**config.mk**
```make
export PLATFORM = sky130hd
export DESIGN_NAME = sdcl_top
export DESIGN_NICKNAME = d
export VERILOG_FILES = /design/src/design/sdcl_pkg.sv /design/src/design/sdcl_divider.sv /design/src/design/sdcl_top.sv
export SDC_FILE = /design/constraint.sdc
export NUM_CORES = 1
export LEC_CHECK = 0
export BUFFER_PORTS_ARGS = -buffer_cell sky130_fd_sc_hd__buf_2
export CORE_UTILIZATION = 50
export CTS_BUF_LIST = sky130_fd_sc_hd__clkbuf_16
export CTS_CLUSTER_DIAMETER = 100
export DETAILED_ROUTE_END_ITERATION = 6
export GPL_TIMING_DRIVEN = 1
export HOLD_SLACK_MARGIN = 0.03
export PLACE_DENSITY_LB_ADDON = 0.15
export SYNTH_ARGS = -nofsm -noshare
export SYNTH_HDL_FRONTEND = slang
export SYNTH_SLANG_ARGS = --single-unit
```
**constraint.sdc**
```tcl
create_clock -name clk_i -period 4.1 [get_ports clk_i]
set_input_delay 0.82 -clock clk_i [delete_from_list [all_inputs] [get_ports clk_i]]
set_output_delay 0.82 -clock clk_i [all_outputs]
set_load 0.02 [all_outputs]
```
**src/design/sdcl_pkg.sv**
```systemverilog
// constants, field layouts and register map of the divider configuration logic
// assumes a single clock domain on clk_i; all pins are synchronised by the user of this package
`default_nettype none

package sdcl_pkg;

   // field widths
   localparam int M_W = 9;
   localparam int N_W = 2;
   localparam int T_W = 3;
   localparam int SR_W = 14;
   localparam int OUT_DIV_W = 5;
   localparam int REF_DIV_W = 5;
   localparam int Q_DIV_W = 3;

   // configuration word, laid out as the serial stream leaves it in the shift register
   typedef struct packed {
      logic [T_W-1:0] t;
      logic [N_W-1:0] n;
      logic [M_W-1:0] m;
   } sdcl_cfg_t;

   localparam sdcl_cfg_t CFG_RESET = '{t: 3'h0, n: 2'h0, m: 9'h000};
   localparam logic [T_W-1:0] TEST_FORCED = 3'h0;

   // fixed reference ratio and test output divider
   localparam logic [REF_DIV_W-1:0] REF_DIV = 5'h10;
   localparam logic [Q_DIV_W-1:0] FOUT_QUARTER_DIV = 3'h4;

   // output divider setting codes
   localparam logic [N_W-1:0] N_DIV1 = 2'h0;
   localparam logic [N_W-1:0] N_DIV2 = 2'h1;
   localparam logic [N_W-1:0] N_DIV4 = 2'h2;
   localparam logic [N_W-1:0] N_DIV8 = 2'h3;

   // output divider counts clk_i cycles; one output period is twice the ratio
   localparam logic [OUT_DIV_W-1:0] OUT_MOD1 = 5'h02;
   localparam logic [OUT_DIV_W-1:0] OUT_MOD2 = 5'h04;
   localparam logic [OUT_DIV_W-1:0] OUT_MOD4 = 5'h08;
   localparam logic [OUT_DIV_W-1:0] OUT_MOD8 = 5'h10;

   // test output source codes
   localparam logic [T_W-1:0] TEST_SHIFT_OUT = 3'h0;
   localparam logic [T_W-1:0] TEST_HIGH = 3'h1;
   localparam logic [T_W-1:0] TEST_FREF = 3'h2;
   localparam logic [T_W-1:0] TEST_MCOUNT = 3'h3;
   localparam logic [T_W-1:0] TEST_FOUT = 3'h4;
   localparam logic [T_W-1:0] TEST_LOW = 3'h5;
   localparam logic [T_W-1:0] TEST_BYPASS = 3'h6;
   localparam logic [T_W-1:0] TEST_FOUT_QUARTER = 3'h7;

   // register map
   localparam int ADDR_W = 8;
   localparam logic [ADDR_W-1:0] ADDR_CTRL = 8'h00;
   localparam logic [ADDR_W-1:0] ADDR_STATUS = 8'h04;
   localparam int CTRL_SOFT_OE_BIT = 0;
   localparam logic [31:0] CTRL_RESET = 32'h0000_0001;
   localparam int STAT_CFG_LSB = 0;
   localparam int STAT_OE_BIT = 16;
   localparam int STAT_PAR_BIT = 17;
   localparam int STAT_BYPASS_BIT = 18;

   // bus codes
   localparam logic [1:0] HTRANS_NONSEQ = 2'h2;
   localparam logic HRESP_OKAY = 1'b0;

   function automatic logic [OUT_DIV_W-1:0] out_modulus(input logic [N_W-1:0] n);
      logic [OUT_DIV_W-1:0] r;
      r = OUT_MOD1;
      if (n == N_DIV2) begin
         r = OUT_MOD2;
      end else if (n == N_DIV4) begin
         r = OUT_MOD4;
      end else if (n == N_DIV8) begin
         r = OUT_MOD8;
      end
      return r;
   endfunction

endpackage

`default_nettype wire

```
**src/design/sdcl_divider.sv**
```systemverilog
// modulo counter advanced by a step strobe, with a wrap pulse and a half-period level
// assumes step_i comes from logic on clk_i
`default_nettype none

module sdcl_divider #(
   parameter int W = 9
) (
   // clock and reset
   input wire logic clk_i,
   input wire logic reset_i,
   // control
   input wire logic step_i,
   input wire logic [W-1:0] modulus_i,
   // results
   output logic wrap_o,
   output logic level_o
);

   logic [W-1:0] count;
   logic [W-1:0] next_count;
   logic [W:0] count_inc;
   logic at_end;
   logic [W-1:0] half;

   // a modulus of zero or one wraps every step instead of hanging
   assign count_inc = {1'b0, count} + {{W{1'b0}}, 1'b1};
   assign at_end = count_inc >= {1'b0, modulus_i};
   assign wrap_o = step_i & at_end;
   assign half = modulus_i >> 1;
   assign next_count = at_end ? '0 : count_inc[W-1:0];

   always_ff @(posedge clk_i or posedge reset_i) begin
      if (reset_i) begin
         count <= '0;
         level_o <= 1'b0;
      end else begin
         if (step_i) begin
            count <= next_count;
         end
         level_o <= count < half;
      end
   end

endmodule

`default_nettype wire

```
**src/design/sdcl_top.sv**
```systemverilog
// divider configuration logic of a crystal-referenced synthesizer, with AHB-Lite status port
// assumes pins arrive asynchronously; clk_i stands in for the oscillator that feeds the dividers
//
// Overview of operation
// crystal reference divided by sixteen before phase comparison
// loop divider modulus from serial or parallel path, fed back for comparison
// loop divider setting is nine bits, bit 8 most significant
// output divider ratios one, two, four, eight with fifty percent duty
// parallel divider inputs captured on rising edge of low-active load strobe
// parallel latches transparent while parallel load strobe is low
// controller holds parallel inputs stable around strobe rising edge
// parallel path wins over serial path
// controller holds parallel strobe low through reset, then releases it
// fourteen-bit shift register shifts on each serial clock rising edge
// serial contents latched on falling edge of serial load
// serial latches transparent while serial load is high
// controller keeps shifted data stable across serial load falling edge
// three serial-only test bits select the test output source
// output enable active high, applied synchronously, no runt pulses
// serial order: test bits, output divider bits, loop bits, msb first
// output divider code 01 divides by two
// test bits forced to zero while parallel strobe is low
// serial loading acts only while parallel strobe is high
// disabled output parks low, changes only at output period boundaries
`default_nettype none

module sdcl_top #(
   parameter int M_WIDTH = sdcl_pkg::M_W
) (
   // clock and reset
   input wire logic clk_i,
   input wire logic reset_i,
   // crystal oscillator output
   input wire logic ref_osc_i,
   // parallel configuration pins
   input wire logic [M_WIDTH-1:0] par_m_i,
   input wire logic [sdcl_pkg::N_W-1:0] par_n_i,
   input wire logic par_load_n_i,
   // serial configuration port
   input wire logic ser_clock_i,
   input wire logic ser_data_i,
   input wire logic ser_load_i,
   // output enable pin
   input wire logic oe_i,
   // synthesizer outputs
   output logic fout_o,
   output logic fout_n_o,
   output logic test_o,
   output logic ref_div_o,
   output logic fb_div_o,
   // AHB-Lite slave
   input wire logic hsel_i,
   input wire logic [31:0] haddr_i,
   input wire logic [1:0] htrans_i,
   input wire logic hwrite_i,
   input wire logic [2:0] hsize_i,
   input wire logic [31:0] hwdata_i,
   input wire logic hready_i,
   output logic [31:0] hrdata_o,
   output logic hreadyout_o,
   output logic hresp_o
);

   localparam int SYNC_W = M_WIDTH + sdcl_pkg::N_W + 6;

   // two-stage synchroniser for every pin
   logic [SYNC_W-1:0] pins_raw;
   logic [SYNC_W-1:0] sync_a;
   logic [SYNC_W-1:0] sync_b;

   assign pins_raw = {ref_osc_i, par_m_i, par_n_i, par_load_n_i,
                      ser_clock_i, ser_data_i, ser_load_i, oe_i};

   always_ff @(posedge clk_i or posedge reset_i) begin
      if (reset_i) begin
         sync_a <= '0;
         sync_b <= '0;
      end else begin
         sync_a <= pins_raw;
         sync_b <= sync_a;
      end
   end

   logic ref_s;
   logic [M_WIDTH-1:0] par_m_s;
   logic [sdcl_pkg::N_W-1:0] par_n_s;
   logic par_load_n_s;
   logic ser_clock_s;
   logic ser_data_s;
   logic ser_load_s;
   logic oe_s;

   assign {ref_s, par_m_s, par_n_s, par_load_n_s,
           ser_clock_s, ser_data_s, ser_load_s, oe_s} = sync_b;

   // edge detection on synchronised levels only
   logic ref_prev;
   logic ser_clock_prev;
   logic ref_rise;
   logic ser_clock_rise;

   assign ref_rise = ref_s & ~ref_prev;
   assign ser_clock_rise = ser_clock_s & ~ser_clock_prev;

   always_ff @(posedge clk_i or posedge reset_i) begin
      if (reset_i) begin
         ref_prev <= 1'b0;
         ser_clock_prev <= 1'b0;
      end else begin
         ref_prev <= ref_s;
         ser_clock_prev <= ser_clock_s;
      end
   end

   // serial shift register, first bit ends up at the top
   logic [sdcl_pkg::SR_W-1:0] shift_reg;
   logic [sdcl_pkg::SR_W-1:0] next_shift;
   sdcl_pkg::sdcl_cfg_t ser_word;

   assign next_shift = {shift_reg[sdcl_pkg::SR_W-2:0], ser_data_s};
   assign ser_word = sdcl_pkg::sdcl_cfg_t'(shift_reg);

   always_ff @(posedge clk_i or posedge reset_i) begin
      if (reset_i) begin
         shift_reg <= '0;
      end else if (ser_clock_rise) begin
         shift_reg <= next_shift;
      end
   end

   // configuration latches: transparent phases modelled as follow-every-cycle
   sdcl_pkg::sdcl_cfg_t cfg;
   sdcl_pkg::sdcl_cfg_t par_word;
   sdcl_pkg::sdcl_cfg_t next_cfg;
   logic par_open;
   logic ser_open;

   assign par_word = '{t: sdcl_pkg::TEST_FORCED, n: par_n_s, m: par_m_s};
   assign par_open = ~par_load_n_s;
   assign ser_open = par_load_n_s & ser_load_s;
   // parallel first; holding on release gives the edge captures
   assign next_cfg = par_open ? par_word : (ser_open ? ser_word : cfg);

   always_ff @(posedge clk_i or posedge reset_i) begin
      if (reset_i) begin
         cfg <= sdcl_pkg::CFG_RESET;
      end else begin
         cfg <= next_cfg;
      end
   end

   // pll bypass: serial clock edges drive both dividers instead of the oscillator
   logic bypass;
   logic osc_step;

   assign bypass = cfg.t == sdcl_pkg::TEST_BYPASS;
   assign osc_step = bypass ? ser_clock_rise : 1'b1;

   // reference divider
   logic ref_level;

   sdcl_divider #(
      .W(sdcl_pkg::REF_DIV_W)
   ) u_ref_div (
      .clk_i(clk_i),
      .reset_i(reset_i),
      .step_i(ref_rise),
      .modulus_i(sdcl_pkg::REF_DIV),
      .wrap_o(),
      .level_o(ref_level)
   );

   // loop divider; its output is not 50% for odd moduli
   logic loop_level;

   sdcl_divider #(
      .W(M_WIDTH)
   ) u_loop_div (
      .clk_i(clk_i),
      .reset_i(reset_i),
      .step_i(osc_step),
      .modulus_i(cfg.m),
      .wrap_o(),
      .level_o(loop_level)
   );

   // output divider
   logic [sdcl_pkg::OUT_DIV_W-1:0] out_mod;
   logic out_wrap;
   logic out_level;

   assign out_mod = sdcl_pkg::out_modulus(cfg.n);

   sdcl_divider #(
      .W(sdcl_pkg::OUT_DIV_W)
   ) u_out_div (
      .clk_i(clk_i),
      .reset_i(reset_i),
      .step_i(osc_step),
      .modulus_i(out_mod),
      .wrap_o(out_wrap),
      .level_o(out_level)
   );

   // software enable, anded with the pin
   logic [31:0] ctrl;
   logic oe_want;
   logic oe_active;
   logic fout;

   assign oe_want = oe_s & ctrl[sdcl_pkg::CTRL_SOFT_OE_BIT];

   // enable moves only at the wrap, while the output sits low, so no runts
   always_ff @(posedge clk_i or posedge reset_i) begin
      if (reset_i) begin
         oe_active <= 1'b0;
         fout <= 1'b0;
      end else begin
         if (out_wrap) begin
            oe_active <= oe_want;
         end
         fout <= out_level & oe_active;
      end
   end

   assign fout_o = fout;

   always_ff @(posedge clk_i or posedge reset_i) begin
      if (reset_i) begin
         fout_n_o <= 1'b1;
      end else begin
         fout_n_o <= ~(out_level & oe_active);
      end
   end

   // quarter-rate copy of the output for the test pin
   logic fout_prev;
   logic fout_rise;
   logic quarter_level;

   assign fout_rise = fout & ~fout_prev;

   always_ff @(posedge clk_i or posedge reset_i) begin
      if (reset_i) begin
         fout_prev <= 1'b0;
      end else begin
         fout_prev <= fout;
      end
   end

   sdcl_divider #(
      .W(sdcl_pkg::Q_DIV_W)
   ) u_quarter_div (
      .clk_i(clk_i),
      .reset_i(reset_i),
      .step_i(fout_rise),
      .modulus_i(sdcl_pkg::FOUT_QUARTER_DIV),
      .wrap_o(),
      .level_o(quarter_level)
   );

   // test output selection; any toggling here costs output jitter
   logic test_sel;

   assign test_sel =
      (cfg.t == sdcl_pkg::TEST_SHIFT_OUT) ? shift_reg[sdcl_pkg::SR_W-1] :
      (cfg.t == sdcl_pkg::TEST_HIGH) ? 1'b1 :
      (cfg.t == sdcl_pkg::TEST_FREF) ? ref_level :
      (cfg.t == sdcl_pkg::TEST_MCOUNT) ? loop_level :
      (cfg.t == sdcl_pkg::TEST_FOUT) ? fout :
      (cfg.t == sdcl_pkg::TEST_LOW) ? 1'b0 :
      (cfg.t == sdcl_pkg::TEST_BYPASS) ? loop_level :
      quarter_level;

   always_ff @(posedge clk_i or posedge reset_i) begin
      if (reset_i) begin
         test_o <= 1'b0;
      end else begin
         test_o <= test_sel;
      end
   end

   assign ref_div_o = ref_level;
   assign fb_div_o = loop_level;

   // AHB-Lite slave, zero wait states
   logic addr_take;
   logic dph_valid;
   logic dph_write;
   logic [sdcl_pkg::ADDR_W-1:0] dph_addr;
   logic [31:0] status;
   logic [31:0] rd_mux;

   assign addr_take = hsel_i & hready_i & (htrans_i == sdcl_pkg::HTRANS_NONSEQ);

   always_ff @(posedge clk_i or posedge reset_i) begin
      if (reset_i) begin
         dph_valid <= 1'b0;
         dph_write <= 1'b0;
         dph_addr <= '0;
      end else begin
         dph_valid <= addr_take;
         if (addr_take) begin
            dph_write <= hwrite_i;
            dph_addr <= haddr_i[sdcl_pkg::ADDR_W-1:0];
         end
      end
   end

   always_ff @(posedge clk_i or posedge reset_i) begin
      if (reset_i) begin
         ctrl <= sdcl_pkg::CTRL_RESET;
      end else if (dph_valid & dph_write & (dph_addr == sdcl_pkg::ADDR_CTRL)) begin
         ctrl <= {31'h0000_0000, hwdata_i[sdcl_pkg::CTRL_SOFT_OE_BIT]};
      end
   end

   always_comb begin
      status = '0;
      status[sdcl_pkg::STAT_CFG_LSB +: sdcl_pkg::SR_W] = cfg;
      status[sdcl_pkg::STAT_OE_BIT] = oe_active;
      status[sdcl_pkg::STAT_PAR_BIT] = par_open;
      status[sdcl_pkg::STAT_BYPASS_BIT] = bypass;
   end

   assign rd_mux = (dph_addr == sdcl_pkg::ADDR_CTRL) ? ctrl :
                   (dph_addr == sdcl_pkg::ADDR_STATUS) ? status : 32'h0000_0000;

   always_comb begin
      hrdata_o = 32'h0000_0000;
      if (dph_valid & ~dph_write) begin
         hrdata_o = rd_mux;
      end
   end

   assign hreadyout_o = 1'b1;
   assign hresp_o = sdcl_pkg::HRESP_OKAY;

endmodule

`default_nettype wire

```
# Yosys cells after proc, flatten, opt, wreduce, memory -nomap -nowiden
# Cells that the tools add are included.
dict set report op_classes {
  addsub 4
  magnitude_cmp 8
  eq_ne 12
  mux 20
  bitwise_logic 18
  reduce_logical 2
}
# op count
set op_table {}
lappend op_table {{$mux W19} 3}
lappend op_table {{$mux W14} 2}
lappend op_table {{$mux W5} 5}
lappend op_table {{$add A5 B1 Y6 const B} 2}
lappend op_table {{$and A1 B1 Y1} 12}
lappend op_table {{$add A9 B1 Y10 const B} 1}
lappend op_table {{$ge A10 B9 Y1} 1}
lappend op_table {{$eq A3 B3 Y1 const B} 3}
lappend op_table {{$lt A9 B8 Y1} 1}
lappend op_table {{$mux W9} 1}
lappend op_table {{$eq A8 B3 Y1 const B} 1}
lappend op_table {{$logic_not A8 Y1} 1}
lappend op_table {{$mux W1} 8}
lappend op_table {{$eq A2 B2 Y1 const B} 3}
lappend op_table {{$eq A3 B2 Y1 const B} 2}
lappend op_table {{$ge A6 B5 Y1} 1}
lappend op_table {{$ge A6 B5 Y1 const B} 1}
lappend op_table {{$not A1 Y1} 6}
lappend op_table {{$lt A5 B4 Y1} 1}
lappend op_table {{$lt A5 B4 Y1 const B} 1}
lappend op_table {{$add A3 B1 Y4 const B} 1}
lappend op_table {{$ge A4 B3 Y1 const B} 1}
lappend op_table {{$eq A3 B1 Y1 const B} 1}
lappend op_table {{$logic_not A3 Y1} 1}
lappend op_table {{other kinds (4)} 4}
dict set report totals {
  reg_bits 106
  input_bits 91
  out_inout_bits 39
}

# Depth between registers and ports, before layout
# Gate-level depths: netlist of the first run.
dict set report logic_depth {
  word_depth 8
  ltp_mapped 12
  ltp_nobuf 12
}

# Cells and area by module
# A second synthesis of the first run with hierarchy kept.
dict set report hier_totals {
  hier_cells 471
  area_unflattened_um2 5420.2
}
# module n_inst cells_per_inst area_per_inst_um2
set by_module_without_submodules {}
lappend by_module_without_submodules {sdcl_top 1 218 3056.7}
lappend by_module_without_submodules {{sdcl_divider at u_out_div ...} 2 56 550.5}
lappend by_module_without_submodules {{sdcl_divider at u_loop_div} 1 107 963.4}
lappend by_module_without_submodules {{sdcl_divider at u_quarter_div} 1 34 299.0}

# Least setup slack after synthesis of the first run
# Ideal clock, no wire load.
dict set report synth_timing {
  path_type {register to register}
  start {register u_loop_div.count[0]}
  end {register u_loop_div.count[5]}
  arrival_time_ps 2186
  slack_ps 1790
  path_stages_with_launch 13
  path_buffers 0
  path_cell_list {dfrtp_1 -> ha_1 -> nand3_1 -> nor2_1 -> and3_1 -> xnor2_1 -> inv_1 -> ha_1 -> nand3_1 -> nor3_1 -> or3_1 -> nor3_2 -> a211o_1}
}
dict set report synth_via {
  elab_chain_cells 3
}
# element line
set synth_lines {}
lappend synth_lines {{start: declaration} sdcl_divider.sv:19} ;# logic [W-1:0] count;
lappend synth_lines {{start signal: assignment} sdcl_divider.sv:38} ;# count <= next_count;
lappend synth_lines {{$add A9 B1 Y10 (*)} sdcl_divider.sv:26} ;# assign count_inc = {1'b0, count} + {{W{1'b0}}, 1'b1};
lappend synth_lines {{$ge A10 B9 Y1} sdcl_divider.sv:27} ;# assign at_end = count_inc >= {1'b0, modulus_i};
lappend synth_lines {{$mux W9 (*)} sdcl_divider.sv:30} ;# assign next_count = at_end ? '0 : count_inc[W-1:0];
# Every way passes the cells marked *; elsewhere a longest branch is shown, timed or not.
# A chain may end at the register's enable or synchronous reset.

# Worst setup path in the final report of the first run
dict set report layout_timing {
  start {register dph_addr[4] (netlist bit)}
  end {output port hrdata_o[18]}
}
dict set report layout_via {
  elab_chain_cells 4
}
# element line
set layout_lines {}
lappend layout_lines {{start: declaration} sdcl_top.sv:290} ;# logic [sdcl_pkg::ADDR_W-1:0] dph_addr;
lappend layout_lines {{start signal: assignment} sdcl_top.sv:305} ;# dph_addr <= haddr_i[sdcl_pkg::ADDR_W-1:0];
lappend layout_lines {{$eq A8 B3 Y1} sdcl_top.sv:327} ;# (dph_addr == sdcl_pkg::ADDR_STATUS) ? status : 32'h0000_0000;
lappend layout_lines {{$mux W19} sdcl_top.sv:327}
lappend layout_lines {{$mux W19 (*)} sdcl_top.sv:326} ;# assign rd_mux = (dph_addr == sdcl_pkg::ADDR_CTRL) ? ctrl :
lappend layout_lines {{$mux W19 (*)} sdcl_top.sv:331} ;# if (dph_valid & ~dph_write) begin
lappend layout_lines {{end: declaration} sdcl_top.sv:59} ;# output logic [31:0] hrdata_o,
# Marks and branches as above.

==> flow_summary_export.csv, run 1 <==
group,metric,value,unit
layout,layout-drive-gt1-share,0.1992,
floorplanning,ios,130,
synthesis,ys.flop_type,"dfrtp_1",
synthesis,yosys.area_share.simple,0.1543,
synthesis,synth_cells,431,
clocking,path_clk_slew,0.07,ns
floorplanning,die_x,100.2,um
layout,final_cells,616,
worst_setup_path,critical_path_class,"reg2out",
timing,fin_crit_sh,0.8012,
synthesis,yosys_warnings,0,
layout,synthToLayoutAreaGrowth,12.26,%
timing,hold_violations,0,
clocking,cts.sinks,106,
global_route,grt_pass1_wl,14100,um
clocking,cts_buffer_depth,2,
timing,skew,0.007682,ns
floorplanning,num_rows,35,
global_route,grt-busiest-layer,"met2",
global_route,gr-usage-all-layers,0.1807,
synthesis,synth_top_area_share,0.5393,
worst_setup_path,crit_family,"simple AND/OR/NAND/NOR gates",
clocking,cts-root-buf,"clkbuf_16",
min_path,whs_path_depth,0,
power,p_per_area,555.4,nW/um2
timing,fmax,304.4,MHz
routing,num_vias,3155,
clocking,cts_buffers,9,
global_route,antenna_found_initial,0,
global_route,grt_start_max_net_pins,57,
clocking,tritoncts,"built",
run_status,status,"finished clean",
synthesis,avgSynthCellArea,11.20,um2
timing,drv_slew,0,
routing,viasPerCell,5.122,
worst_setup_path,endpoint_kind,"primary output",
worst_setup_path,reg2reg_from,"u_loop_div.count[0]$_DFFE_PP0N_",
power,vdd_drop_max,0.2456,mV
synthesis,synth_edf_count,0,
routing,drc_errors,0,
worst_setup_path,r2r-end,"u_loop_div.count[1]$_DFFE_PP0N_",
routing,antenna_left,0,
layout,post-route-cell-area,5418,um2
worst_setup_path,r2r_cells,11,
global_route,grtUsageMet2,0.2893,
clocking,post_cts_buffers,0,
min_path,hp-class,"reg2reg",
synthesis,synthMuxAreaShare,0.07519,
floorplanning,core-area,9284,um2
synthesis,synth_top_family_by_area,"simple AND/OR/NAND/NOR gates",
layout,antenna_cells,0,
timing,rsz0062_at_grt,"false",
clocking,htree_levels,3,
placed_design,hpwl,5923,um
synthesis,yosys.cell_types.count,51,
synthesis,synth_compound_area_frac,0.08037,
worst_setup_path,cp_num_buf_inv,1,
worst_setup_path,ff2ff_setup_slack,1.44,ns
synthesis,netlist_top_cells_area,"dfrtp_1 (54%), ha_1 (7.0%), nand2_1 (4.4%)",
worst_setup_path,cp_max_fo,15,
worst_setup_path,startpoint_type,"register",
synthesis,synth_top_area_cell,"dfrtp_1",
routing,first_pass_iters,4,
placed_design,portBuffers,54,
synthesis,synth-seq-cells,106,
global_route,grt_pass1_vias,3004,
timing,finalSetupViolCount,0,
routing,post_drt_wl_per_cell,13.41,um
layout,num-fill-cells,808,
worst_setup_path,slowest_delay,0.62,ns
synthesis,async_reset_ff_frac,1.000,
timing,fin_crit,3.285,ns
clocking,clk_latency,0.34,ns
routing,drt_iter0_drc,111,
routing,wl,8261,um
global_route,grtUsageMet1,0.2447,
timing,relSlewSlack,0.4775,
placed_design,gp_congestion,0.8320,
global_route,met3_usage,0.02646,
worst_setup_path,cp.required,3.28,ns
clocking,postCtsHoldBufs,0,
layout,fin_nets,600,
floorplanning,start_util,0.5198,
clocking,post_cts_resized,0,
power,p_leak,2.769,nW
synthesis,synth_area,4826,um2
placed_design,dp.cells,600,
worst_setup_path,crit_chain,"nor4b_1, nand2_1, nor2_1, and2_1, and4b_1, buf_2",
synthesis,ys_seq_area_frac,0.5502,
min_path,hp-start,"sync_a[11]$_DFF_PP0_",
synthesis,synth_fa_ha_area_frac,0.07000,
timing,worstMarginPinSlew,0.7808,ns
floorplanning,die_area,10050,um2
min_path,hold_end,"sync_b[11]$_DFF_PP0_",
floorplanning,die_h,100.2,um
flow_run,drv_cap,0,
global_route,grt-ovfl-total,0,
worst_setup_path,cp.arrival,2.46,ns
timing,setup_tns,0,ns
placed_design,post_dp_cell_area,5132,um2
synthesis,synth_xor_area_frac,0.01633,
worst_setup_path,cpMaxStageDelayCell,"nor2_1",
-- how the worst max path moves through the flow --
stage,end,depth (start not counted),startpoint
detailed placement,hrdata_o[18],6,dph_addr[4]$_DFFE_PP0P_
floorplan,cfg[0]$_DFFE_PP0P_,1,reset_i
global placement,hrdata_o[18],6,dph_addr[4]$_DFFE_PP0P_
finish,hrdata_o[18],6,dph_addr[4]$_DFFE_PP0P_
global route,hrdata_o[18],6,dph_addr[4]$_DFFE_PP0P_
CTS,hrdata_o[18],6,dph_addr[4]$_DFFE_PP0P_
-- cells in the final DEF (no fill, tap or decap), types with 9 or more instances in the layout --
cell and count:
ha_1 27, inv_1 12, and3_1 19, o21ai_0 18, mux2_2 18, a21oi_1 14, nor2_1 22, clkbuf_16 9
dfrtp_1 104, conb_1 17, nand2_1 57, buf_2 54, mux2i_1 16
-- Yosys cell counts (9+ instances only) --
master and number:
mux2i_1 16, nand2_1 57, clkbuf_1 9, inv_1 13, buf_4 17, mux2_2 18, a21oi_1 14, nor2_1 22
o21ai_0 18, dfrtp_1 104, and3_1 19, ha_1 27
-- per-layer routing --
| metal | part of all wire | vias up |
|---|---|---|
| li1 | - | 1560 |
| met1 | 0.48 | 1523 |
| met2 | 0.47 | 59 |
| met3 | 0.025 | 13 |
| met4 | 0.017 | 0 |
| met5 | 0 | - |
-- area by class of cell --
type | count | area [um2] | share of cell area
Sequential cell | 106 | 2655 | 0.4901
Tap cell | 129 | 161.4 | 0.02979
Timing Repair Buffer | 56 | 285.3 | 0.05266
Clock inverter | 7 | 60.06 | 0.01109
Inverter | 14 | 55.05 | 0.01016
Multi-Input combinational cell | 295 | 1976 | 0.3647
Clock buffer | 9 | 225.2 | 0.04157
-- per-stage QoR --
step	power (W)	hold WS, ns	worst slack, ns	util
after floorplan	0.002021	0.3312	0.4944	-
after global placement	0.002170	0.3315	1.233	0.5528
after detailed placement	0.002208	0.3347	1.172	0.5528
after CTS	0.003039	0.3509	0.7987	0.5836
after global routing	0.003223	0.3547	0.5988	0.5836
final	0.003009	0.3502	0.8150	0.5836
-- power breakdown --
part / total [W] / switching, W / internal [W]
Clock: 0.000817 / 0.000394 / 0.000423
Combinational: 0.000731 / 0.000368 / 0.000362
Sequential: 0.00146 / 0.000211 / 0.00125
-- logic make-up (layout without fill, tap and decap cells) --
kind of cell    after synthesis  in the layout
other cells                   2             17
fa+ha+maj                    27             27
compound gates               60             60
xor+xnor                      9              9
flops                       106            106
buf+inv                      45             86
mux                          34             34
simple gates                148            148
-- sequential cells by signal, indices dropped and copies added, names as in the netlist, 3 cells and up --
signal	count
u_quarter_div.count	3
ser_word	14
dph_addr	8
u_out_div.count	5
u_loop_div.count	9
sync_b	17
u_ref_div.count	5
sync_a	17
cfg	14
(Power assumes the default switching activity.)
==> inputs of run 2 (changes only) <==
--- a/config.mk
+++ b/config.mk
@@ -6,7 +6,7 @@
 export NUM_CORES = 1
 export LEC_CHECK = 0
 export BUFFER_PORTS_ARGS = -buffer_cell sky130_fd_sc_hd__buf_2
-export CORE_UTILIZATION = 50
+export CORE_UTILIZATION = 47
 export CTS_BUF_LIST = sky130_fd_sc_hd__clkbuf_16
 export CTS_CLUSTER_DIAMETER = 100
 export DETAILED_ROUTE_END_ITERATION = 6
==> constraint.sdc (replaced) <==
create_clock -name clk_i -period 2.9 [get_ports clk_i]
set_input_delay 0.58 -clock clk_i [delete_from_list [all_inputs] [get_ports clk_i]]
set_output_delay 0.58 -clock clk_i [all_outputs]
set_load 0.02 [all_outputs]
==> run 2 against run 1 <==
Net effect:
- global-route usage is 0.71 points lower
- die area is 6.2% higher
- first-iteration DRC count is 13% higher
- via count is 0.32% lower
- total power is 45% higher
- clock power is 54% higher
- routed wire length is 2.8% higher
- combinational power is 42% higher
- final cell count is 1.1% higher
- clock-buffer cell count stayed put
- flip-flop and latch count stayed put
==> flow_summary_export.csv, run 2 (synthesized netlist as in run 1, its figures left out) <==
group,metric,value,unit
global_route,grt_pass1_vias,2861,
layout,ff_latch_area,2655,um2
global_route,grt_pass1_wl,13920,um
layout,num-fill-cells,864,
timing,finalSetupViolCount,0,
placed_design,gp_congestion,0.8164,
layout,top_regs,"sync_a x17, sync_b x17",
floorplanning,die_h,103.3,um
timing,fin_crit,2.647,ns
timing,drv_slew,0,
clocking,path_clk_slew,0.07,ns
timing,hold_violations,0,
floorplanning,die_area,10680,um2
layout,synthToLayoutAreaGrowth,13.79,%
timing,fin_crit_sh,0.9127,
power,vdd_drop_max,0.4047,mV
placed_design,post_dp_cell_area,5174,um2
clocking,htree_levels,3,
placed_design,hpwl,6022,um
routing,first_pass_iters,4,
clocking,post_cts_buffers,0,
layout,antenna_cells,0,
worst_setup_path,r2r-end,"u_loop_div.count[5]$_DFFE_PP0N_",
placed_design,portBuffers,54,
worst_setup_path,ff2ff_setup_slack,0.25,ns
floorplanning,core-area,9864,um2
power,p_per_area,795.2,nW/um2
timing,rsz0062_at_grt,"false",
timing,setup_tns,0,ns
timing,relSlewSlack,0.5005,
flow_run,drv_cap,0,
layout,final_cell_mix,"dfrtp_1 (104), nand2_1 (57), buf_2 (54), ha_1 (27), nor2_1 (22)",
worst_setup_path,cp_max_fo,7,
global_route,gr-usage-all-layers,0.1736,
layout,mostFrequentLayoutCell,"dfrtp_1",
worst_setup_path,critical_path_class,"reg2reg",
layout,layout-drive-gt1-share,0.2061,
routing,post_drt_wl_per_cell,13.63,um
clocking,clk_latency,0.34,ns
clocking,tritoncts,"built",
worst_setup_path,crit_end,"u_loop_div.count[5]$_DFFE_PP0N_",
global_route,grt_start_max_net_pins,60,
routing,wl,8490,um
global_route,antenna_found_initial,0,
min_path,hp-class,"in2async",
global_route,grt-ovfl-total,0,
layout,fin_nets,603,
clocking,cts_buffers,9,
worst_setup_path,cp.arrival,2.87,ns
floorplanning,num_rows,36,
routing,drt_iter0_drc,125,
worst_setup_path,startpoint_type,"register",
worst_setup_path,cp.required,3.12,ns
routing,antenna_left,0,
run_status,status,"finished clean",
layout,post-route-cell-area,5492,um2
floorplanning,die_x,103.3,um
worst_setup_path,reg2reg_from,"u_loop_div.count[0]$_DFFE_PP0N_",
timing,skew,0.006415,ns
power,p_leak,2.811,nW
clocking,cts_buffer_depth,2,
worst_setup_path,r2r_cells,12,
worst_setup_path,endpoint_kind,"register",
worst_setup_path,startpoint,"u_loop_div.count[0]$_DFFE_PP0N_",
floorplanning,start_util,0.4892,
routing,num_vias,3145,
floorplanning,ios,130,
routing,viasPerCell,5.048,
clocking,cts.sinks,106,
timing,worstMarginPinSlew,0.7492,ns
routing,drc_errors,0,
timing,fmax,377.8,MHz
clocking,cts-root-buf,"clkbuf_16",
layout,multiInputGateArea,1981,um2
-- run 2: cell types whose count changed in the layout (fill, tap and decap cells not counted), sizes merged --
cell    delta
buf        +3
bufinv     +1
inv        -1
-- run 2: timing repair --
item,4_1_cts,5_1_grt
endpoints found under the hold margin,0,0
hold buffers,0,0
setup endpoints to repair,0,5
resized for setup,0,1
-- run 2: layout make-up --
class / count / area share
Sequential cell: 106 / 0.4835
Multi-Input combinational cell: 295 / 0.3607
Timing Repair Buffer: 59 / 0.05833
Clock buffer: 9 / 0.04101
Tap cell: 133 / 0.03030
Clock inverter: 7 / 0.01595
Inverter: 14 / 0.01025
-- run 2: critical path, stage by stage (launching register included) --
cell and delay (ns):
dfrtp_1 0.46, ha_1 0.23, nand3_1 0.12, nor2_1 0.20, and3_1 0.19, xnor2_1 0.15
inv_1 0.07, ha_1 0.29, nand3_1 0.10, nor3_1 0.21, or3_1 0.18, nor3_2 0.05
a211o_1 0.28
-- run 2: worst min-delay path by stage --
stage                              from                   end  slack [ns]  depth (start not counted)
floorplan           sync_a[0]$_DFF_PP0_   sync_b[0]$_DFF_PP0_        0.33                          0
global placement    sync_a[3]$_DFF_PP0_   sync_b[3]$_DFF_PP0_        0.33                          0
detailed placement  sync_a[8]$_DFF_PP0_   sync_b[8]$_DFF_PP0_        0.33                          0
CTS                             reset_i  sync_a[13]$_DFF_PP0_        0.22                          2
global route                    reset_i  sync_a[13]$_DFF_PP0_        0.23                          2
finish                          reset_i  sync_a[13]$_DFF_PP0_        0.22                          2
-- run 2: stage by stage --
stage                 util  worst slack (ns)  power (W)  hold slack, ns  instances
floorplan                -            0.5904   0.002857          0.3312        446
global placement    0.5245            0.2905   0.003075          0.3312        607
detailed placement  0.5245            0.2451   0.003128          0.3347        607
CTS                 0.5562            0.1989   0.004406          0.2240        623
global route        0.5567           0.03641   0.004654          0.2335        623
finish              0.5567            0.2532   0.004367          0.2223        623
-- run 2: power by group --
group / switching [W] / internal (W) / total (W)
clock network: 0.000572 / 0.000687 / 0.00126
registers: 0.000296 / 0.00177 / 0.00206
logic: 0.000529 / 0.000514 / 0.00104
total: 0.00140 / 0.00297 / 0.00437
-- run 2: metal layers --
| metal | track usage | share of wire |
|---|---|---|
| met1 | 0.2398 | 0.47 |
| met2 | 0.2723 | 0.48 |
| met3 | 0.03831 | 0.036 |
| met4 | 0.05959 | 0.014 |
| met5 | 0 | 0 |
